[src/flash_protect_defs.svh]
`ifndef FLASH_PROTECT_DEFS_SVH
`define FLASH_PROTECT_DEFS_SVH

// Opcodes of program and erase commands
`define OP_PAGE_PROGRAM       8'h02
`define OP_QUAD_PAGE_PROGRAM  8'h32
`define OP_SECTOR_ERASE       8'h20
`define OP_BLOCK_ERASE_32K    8'h52
`define OP_BLOCK_ERASE_64K    8'hd8
`define OP_CHIP_ERASE_A       8'hc7
`define OP_CHIP_ERASE_B       8'h60

// Erase and page span masks (size minus one)
`define SPAN_SECTOR           24'h000fff
`define SPAN_BLOCK_32K        24'h007fff
`define SPAN_BLOCK_64K        24'h00ffff
`define SPAN_PAGE             24'h0000ff

// Array limits
`define ADDR_TOP              24'hffffff
`define ADDR_BOTTOM           24'h000000

// Position of the complement bit in the status word
`define STATUS_COMPLEMENT_POS 14
`define COMPLEMENT_RESET      1'b0

`endif

[src/flash_protect_pkg.sv]
package flash_protect_pkg;

  typedef enum logic [1:0] {
    OP_NONE,
    OP_PROGRAM,
    OP_ERASE,
    OP_CHIP
  } op_kind_t;

  typedef enum logic [1:0] {
    ST_IDLE,
    ST_ADDR,
    ST_DATA
  } frame_state_t;

endpackage

[src/flash_block_write_protect.sv]
`timescale 1ns/1ps
`include "flash_protect_defs.svh"

module flash_block_write_protect (
  input  wire logic       clk,                // System clock, 50 MHz
  input  wire logic       nrst,               // Asynchronous reset, active low
  input  wire logic       sck,                // Serial clock pin
  input  wire logic       cs_n,               // Chip select pin, active low
  input  wire logic       data_line0,         // Serial input / IO0
  input  wire logic       data_line1,         // IO1
  input  wire logic       data_line2,         // IO2
  input  wire logic       data_line3,         // IO3
  input  wire logic       quad_mode,          // Four lines per cycle
  input  wire logic       dtr_mode,           // Sample both clock edges
  input  wire logic       block_protect_bit4, // Block-protect bit 4
  input  wire logic       block_protect_bit3, // Block-protect bit 3
  input  wire logic       block_protect_bit2, // Block-protect bit 2
  input  wire logic       block_protect_bit1, // Block-protect bit 1
  input  wire logic       block_protect_bit0, // Block-protect bit 0
  input  wire logic       status_write,       // Load status word, one pulse
  input  wire logic [15:0] status_wdata,      // Status word to load
  input  wire logic       soft_reset,         // Software reset, one pulse
  output logic            protect_complement, // Complement bit state
  output logic [7:0]      command,            // Last captured opcode
  output logic            op_start,           // Allowed operation, one pulse
  output logic            op_erase,           // Started op is an erase
  output logic [23:0]     op_lo,              // First byte of operation
  output logic [23:0]     op_hi,              // Last byte of operation
  output logic            op_refused,         // Refused operation, one pulse
  output logic            protection_error_flag // Sticky protection error
);

  // ------------------------------------------------------------------
  // Pin synchronisers
  // ------------------------------------------------------------------
  logic [6:0] pin_s1;
  logic [6:0] pin_s2;
  logic       sck_prev;
  wire  logic [6:0] pins = {sck, cs_n, data_line3, data_line2, data_line1, data_line0, 1'b0};

  always_ff @(posedge clk or negedge nrst) begin
    if (!nrst) begin
      // Select starts high so no false select edge follows reset
      pin_s1   <= 7'h20;
      pin_s2   <= 7'h20;
      sck_prev <= 1'b0;
    end else begin
      pin_s1   <= pins;
      pin_s2   <= pin_s1;
      sck_prev <= pin_s2[6];
    end
  end

  wire logic       sck_s  = pin_s2[6];
  wire logic       cs_s   = pin_s2[5];
  wire logic [3:0] io_s   = pin_s2[4:1];
  wire logic       rise   = sck_s & ~sck_prev;
  wire logic       fall   = ~sck_s & sck_prev;
  wire logic       sample = ~cs_s & (rise | (dtr_mode & fall));

  // ------------------------------------------------------------------
  // Byte assembly
  // ------------------------------------------------------------------
  logic [7:0]  shreg;
  logic [2:0]  bitcnt;
  logic [1:0]  addr_cnt;
  logic [23:0] addr;
  logic        got_data;
  logic        cs_prev;
  flash_protect_pkg::frame_state_t state;

  wire logic [2:0] step       = quad_mode ? 3'h4 : 3'h1;
  wire logic [7:0] next_shreg = quad_mode ? {shreg[3:0], io_s} : {shreg[6:0], io_s[0]};
  wire logic [2:0] next_cnt   = bitcnt + step;
  wire logic       byte_done  = sample & (next_cnt == 3'h0);
  wire logic       cs_rise    = cs_s & ~cs_prev;

  always_ff @(posedge clk or negedge nrst) begin
    if (!nrst) begin
      shreg    <= 8'h00;
      bitcnt   <= 3'h0;
      addr_cnt <= 2'h0;
      addr     <= 24'h000000;
      got_data <= 1'b0;
      command  <= 8'h00;
      cs_prev  <= 1'b1;
      state    <= flash_protect_pkg::ST_IDLE;
    end else begin
      cs_prev <= cs_s;
      if (cs_s) begin
        bitcnt   <= 3'h0;
        addr_cnt <= 2'h0;
        got_data <= 1'b0;
        state    <= flash_protect_pkg::ST_IDLE;
      end else if (sample) begin
        shreg  <= next_shreg;
        bitcnt <= next_cnt;
        if (byte_done) begin
          case (state)
            flash_protect_pkg::ST_IDLE: begin
              command <= next_shreg;
              state   <= flash_protect_pkg::ST_ADDR;
            end
            flash_protect_pkg::ST_ADDR: begin
              addr     <= {addr[15:0], next_shreg};
              addr_cnt <= addr_cnt + 2'h1;
              if (addr_cnt == 2'h2) begin
                state <= flash_protect_pkg::ST_DATA;
              end
            end
            default: begin
              got_data <= 1'b1;
            end
          endcase
        end
      end
    end
  end

  // ------------------------------------------------------------------
  // Command classification and target range
  // ------------------------------------------------------------------
  wire logic is_pp   = (command == `OP_PAGE_PROGRAM) | (command == `OP_QUAD_PAGE_PROGRAM);
  wire logic is_se   = (command == `OP_SECTOR_ERASE);
  wire logic is_b32  = (command == `OP_BLOCK_ERASE_32K);
  wire logic is_b64  = (command == `OP_BLOCK_ERASE_64K);
  wire logic is_chip = (command == `OP_CHIP_ERASE_A) | (command == `OP_CHIP_ERASE_B);
  wire logic addr_ok = (state == flash_protect_pkg::ST_DATA);

  wire logic [23:0] span = is_se  ? `SPAN_SECTOR :
                           is_b32 ? `SPAN_BLOCK_32K :
                           is_b64 ? `SPAN_BLOCK_64K : `SPAN_PAGE;
  wire logic [23:0] t_lo = is_chip ? `ADDR_BOTTOM : (addr & ~span);
  wire logic [23:0] t_hi = is_chip ? `ADDR_TOP    : (addr | span);

  wire logic [4:0] bp = {block_protect_bit4, block_protect_bit3, block_protect_bit2,
                         block_protect_bit1, block_protect_bit0};
  wire logic       hit;

  protect_range_decode u_decode (
    .bp         (bp),
    .complement (protect_complement),
    .lo_addr    (t_lo),
    .hi_addr    (t_hi),
    .hit        (hit)
  );

  // Chip erase needs an opcode in this frame, not a stale one
  wire logic valid_op = cs_rise & ((is_pp & got_data) | ((is_se | is_b32 | is_b64) & addr_ok) |
                                   (is_chip & (state != flash_protect_pkg::ST_IDLE)));
  wire logic blocked  = is_chip ? (bp != 5'h00) : hit;
  wire logic next_err = valid_op & blocked;

  // ------------------------------------------------------------------
  // Operation launch, error flag and complement bit
  // ------------------------------------------------------------------
  always_ff @(posedge clk or negedge nrst) begin
    if (!nrst) begin
      op_start              <= 1'b0;
      op_erase              <= 1'b0;
      op_lo                 <= 24'h000000;
      op_hi                 <= 24'h000000;
      op_refused            <= 1'b0;
      protection_error_flag <= 1'b0;
      protect_complement    <= `COMPLEMENT_RESET;
    end else begin
      op_start   <= valid_op & ~blocked;
      op_refused <= next_err;
      if (valid_op) begin
        op_erase <= ~is_pp;
        op_lo    <= t_lo;
        op_hi    <= t_hi;
      end
      if (next_err) begin
        protection_error_flag <= 1'b1;
      end else if (soft_reset) begin
        protection_error_flag <= 1'b0;
      end
      if (status_write) begin
        protect_complement <= status_wdata[`STATUS_COMPLEMENT_POS];
      end
    end
  end

endmodule // flash_block_write_protect

[src/protect_range_decode.sv]
`timescale 1ns/1ps
`include "flash_protect_defs.svh"

// Protected range decode, combinational
module protect_range_decode (
  input  wire logic [4:0]  bp,         // Block-protect code
  input  wire logic        complement, // Complement bit
  input  wire logic [23:0] lo_addr,    // First byte of target
  input  wire logic [23:0] hi_addr,    // Last byte of target
  output wire logic        hit         // Target overlaps protected range
);

  // ------------------------------------------------------------------
  // Base range for complement clear
  // ------------------------------------------------------------------
  wire logic [2:0]  low3     = bp[2:0];
  wire logic        none     = (low3 == 3'h0);
  wire logic        all      = (low3 == 3'h7);
  // Codes 4, 5 and 6 all give the 32KB top or bottom range
  wire logic [2:0]  small_k  = (low3 > 3'h4) ? 3'h4 : low3;
  // Fraction ranges: size = 256KB << (low3-1)
  wire logic [23:0] frac_sz  = 24'h040000 << (low3 - 3'h1);
  // Top/bottom ranges: size = 4KB << (k-1), capped at 32KB
  wire logic [23:0] blk_sz   = 24'h001000 << (small_k - 3'h1);
  wire logic [23:0] size     = bp[4] ? blk_sz : frac_sz;
  wire logic        at_top   = ~bp[3];
  wire logic [23:0] base_lo  = at_top ? (`ADDR_TOP - size + 24'h000001) : `ADDR_BOTTOM;
  wire logic [23:0] base_hi  = at_top ? `ADDR_TOP : (size - 24'h000001);

  // Overlap with base range, full 24-bit compare
  wire logic        in_base  = all | (~none & (hi_addr >= base_lo) & (lo_addr <= base_hi));
  // Target entirely within base range
  wire logic        cov_base = all | (~none & (lo_addr >= base_lo) & (hi_addr <= base_hi));

  // Complement protects what the base leaves open
  assign hit = complement ? ~cov_base : in_base;

endmodule // protect_range_decode

[config.mk]
export PLATFORM = sky130hd
export DESIGN_NAME = flash_block_write_protect
export DESIGN_NICKNAME = d
export VERILOG_FILES = /design/src/flash_protect_pkg.sv /design/src/flash_block_write_protect.sv /design/src/protect_range_decode.sv
export VERILOG_INCLUDE_DIRS = /design/src
export SDC_FILE = /design/constraint.sdc
export NUM_CORES = 1
export LEC_CHECK = 0
export ABC_CLOCK_PERIOD_IN_PS = 3180
export BUFFER_PORTS_ARGS = -buffer_cell sky130_fd_sc_hd__buf_2
export CAP_MARGIN = 20
export CORE_UTILIZATION = 50
export CTS_BUF_LIST = sky130_fd_sc_hd__clkbuf_4 sky130_fd_sc_hd__clkbuf_8
export DETAILED_ROUTE_END_ITERATION = 16
export HOLD_SLACK_MARGIN = 0.12
export PLACE_DENSITY = 0.75
export SKIP_CTS_REPAIR_TIMING = 1
export SYNTH_ARGS = -nofsm -noshare
export SYNTH_HDL_FRONTEND = slang
export SYNTH_SLANG_ARGS = --single-unit
[constraint.sdc]
create_clock -name clk -period 3.18 [get_ports clk]
set_input_delay 0.477 -clock clk [delete_from_list [all_inputs] [get_ports clk]]
set_output_delay 0.477 -clock clk [all_outputs]
set_load 0.02 [all_outputs]
==> flow_summary_export.csv <==
group,metric,value,unit
run_status,status,"finished, violations left",
run_status,violations,"negative setup slack",
detailed_routing,routed_wl,14.2,mm
synth,synth_common_cells,"dfrtp_1 (96), nand2_1 (54), ha_1 (51), nor2_1 (43), mux2_2 (42)",
sta,skew,0.0132,ns
global_route,grt_first_pass_wirelength,22.7,mm
sta,fin_tns_setup,-0.597,ns
sta,finalWorstSetupSlack,-0.211,ns
sta,fin_hold_ws,0.177,ns
sta,rsz0062_at_grt,"yes",
clock_tree,tritoncts,"done",
critical_path,end_kind,"register",
critical_path,crit_arrival,3.71,ns
sta,hold_viol,0,
finish,regArea,0.00248,mm²
clock_tree,clockBufferDepth,2,
synth,synth_area_leaders,"dfrtp_1 (42%), ha_1 (11%), mux2_2 (8.2%), nand2_1 (3.5%), nor2_1 (2.8%)",
synth,synth_cell_types,69,
sta,fmax,295,MHz
clock_tree,cts.sinks,99,
critical_path,crit_chain,"buf_8 > nor2_4 > inv_2 > ha_4 > or3b_4 > nor2_4 > inv_2 > ha_4 > buf_4 > mux2_2 > o221a_4 > ha_4 > a21o_1 > a21oi_2 > o311a_4 > a211oi_2 > or3_1 > o22ai_1",
synth,ys_seq_elements,99,
worst_hold_path,hp-class,"input port to register",
finish,fillers,898,
sta,period_share,107,%
critical_path,critPathSlowestCell,"or3b_4",
global_route,track_usage,25.3,%
critical_path,crit_required,3.50,ns
floorplan,die_x,109,µm
worst_hold_path,hold_path_depth,1,
floorplan,placementRows,38,
synth,avgSynthCellArea,10.3,µm²
sta,tightestPinTransition,0.701,ns
synth,yosysMostFrequentCell,"dfrtp_1",
detailed_routing,drc,0,
clock_tree,cts_made_buffers,9,
synth,syn-instance-count,562,
synth,netlist_area,0.00577,mm²
sta,fin_crit,3.39,ns
critical_path,path_class,"input port to register",
clock_tree,path_clk_slew,0.10,ns
global_route,antenna_found_initial,0,
detailed_routing,wire_per_inst,17.0,µm
sta,slew_viol_final,0,
finish,multiInputGateArea,0.00324,mm²
critical_path,reg2reg_depth,14,
global_route,grt_pass1_vias,4522,
detailed_routing,vias,4692,
critical_path,critPathMostFrequentCell,"ha_4",
floorplan,ios,94,
sta,relSlewSlack,53.1,%
critical_path,startpoint_type,"input port",
synth,ys_warn_count,0,
finish,n_antenna_cell,0,
floorplan,die_height,109,µm
clock_tree,h-tree-depth,3,
finish,finalNonFillerCells,836,
detailed_routing,viasPerCell,5.61,
synth,yosysSeqAreaShare,43.0,%
finish,nNetsFinal,775,
global_route,overflow,0,
critical_path,max_stage_delay,0.40,ns
power,p_leak,3.75,nW
place,portBuffers,70,
clock_tree,cts_root_buf,"clkbuf_8",
synth,yosysTopAreaCell,"dfrtp_1",
critical_path,crit_fanout,6,
detailed_routing,first_pass_iters,4,
power,ir_drop,545,µV
floorplan,start_util,52.3,%
place,gp_congestion,0.930,
run,max-cap-violations,0,
sta,setup_viol,3,
detailed_routing,drt_iter0_markers,276,
finish,drive_gt1_share,37.1,%
detailed_routing,ant_nets,0,
power,power_density,434,mW/mm²
synth,async_flop_share,100,%
floorplan,design.die.area,0.0120,mm²
synth,synth_ff_type,"dfrtp_1",
clock_tree,clkLatencyLatePin,0.39,ns
place,dp.cells,813,
synth,synth_edf_count,0,
place,place_hpwl,11.0,mm
global_route,grt_max_degree,84,
synth,synth_top_area_share,41.6,%
finish,syn_to_final_growth,23.1,%
floorplan,coreArea,0.0110,mm²
## cell families (layout without fill, tap and decap cells)
group,count (synthesis),count (layout),share of synthesized area (%)
AO/OA/AOI/OAI,104,104,12.3
adder cells (fa/ha/maj),51,51,11.1
buffers and inverters,49,176,4.81
AND/OR/NAND/NOR,201,201,18.0
flip-flops,99,99,43.0
XOR/XNOR,6,6,1.04
other,1,8,0.0650
multiplexers,51,51,9.76
## path summary, 6_finish.rpt
| check | start | to | slack, ns |
|---|---|---|---|
| max | block_protect_bit0 | protection_error_flag$_DFFE_PN0P_ | -0.21 |
| min | cs_n | pin_s1[5]$_DFF_PN1_ | 0.18 |
| max reg2reg | command[1]$_DFFE_PN0P_ | op_start$_DFF_PN0_ | 0.02 |
| min reg2reg | pin_s1[6]$_DFF_PN0_ | pin_s2[6]$_DFF_PN0_ | 0.36 |
| max in group asynchronous | nrst | pin_s1[5]$_DFF_PN1_ | 2.11 |
| min in group asynchronous | nrst | addr[5]$_DFFE_PN0P_ | 0.46 |
## worst max-delay path: cells and delay by family
family / cells / cell delay [ns]
AO/OA/AOI/OAI: 6 / 1.01
adder cells (fa/ha/maj): 3 / 0.56
buffers and inverters: 4 / 0.35
multiplexers: 1 / 0.27
AND/OR/NAND/NOR: 4 / 1.03
## sequential cells by signal (all words and copies together), names as in the netlist
| name | cells |
|---|---|
| protection_error_flag | 1 |
| state | 2 |
| op_erase | 1 |
| pin_s2 | 6 |
| op_hi | 17 |
| op_lo | 16 |
| command | 8 |
| sck_prev | 1 |
| cs_prev | 1 |
| bitcnt | 3 |
| op_start | 1 |
| addr_cnt | 2 |
| pin_s1 | 6 |
| shreg | 7 |
| op_refused | 1 |
| protect_complement | 1 |
| addr | 24 |
| got_data | 1 |
## power by group
group / leakage [nW] / switching, mW / internal, mW
Clock: 0.0947 / 0.475 / 0.311
Combinational: 2.36 / 0.462 / 0.359
Sequential: 1.30 / 0.112 / 1.37
Total: 3.75 / 1.05 / 2.04
## per-stage QoR
step | setup WS, ns | util (%) | total power [mW] | area (µm²)
floorplan | -0.724 | - | 1.97 | 5870
global placement | -0.732 | 60.5 | 2.26 | 6670
detailed placement | -0.799 | 60.5 | 2.29 | 6670
CTS | -0.384 | 62.2 | 3.08 | 6860
global route | -0.313 | 64.4 | 3.25 | 7100
finish | -0.211 | 64.4 | 3.08 | 7100
## per-layer routing
| metal | vias up | part of all wire [%] | GRT usage (%) | routed length [µm] |
|---|---|---|---|---|
| met2 | 125 | 48 | 41.7 | 6750 |
| met3 | 28 | 4.1 | 3.73 | 581 |
| met5 | - | 0 | 0 | 0 |
| met4 | 0 | 3.3 | 12.5 | 472 |
| met1 | 2295 | 45 | 32.6 | 6380 |
| li1 | 2244 | - | - | - |
## layout by cell type (no fill, tap or decap), drive strengths merged, types with 3 or more instances in the layout
cell type / count
buf: 146
dfrtp: 96
nand2: 56
ha: 51
nor2: 44
mux2: 42
a21oi: 32
o21ai: 31
nand2b: 17
nand3: 17
inv: 17
and3: 15
clkbuf: 10
mux2i: 9
nand4: 8
conb: 8
nor3: 8
and2: 8
a21o: 7
nor2b: 6
or3: 6
or2: 5
a211oi: 4
a221oi: 4
a31oi: 3
dfstp: 3
o2111ai: 3
xor2: 3
xnor2: 3
## layout make-up
class                           count  area share [%]
Multi-Input combinational cell    421            45.6
Sequential cell                    99            34.9
Timing Repair Buffer              147            13.7
Tap cell                          140            2.47
Clock buffer                       10            1.85
Clock inverter                      6           0.793
Inverter                           13           0.687
Note: power is estimated with default switching activity, not from simulation.
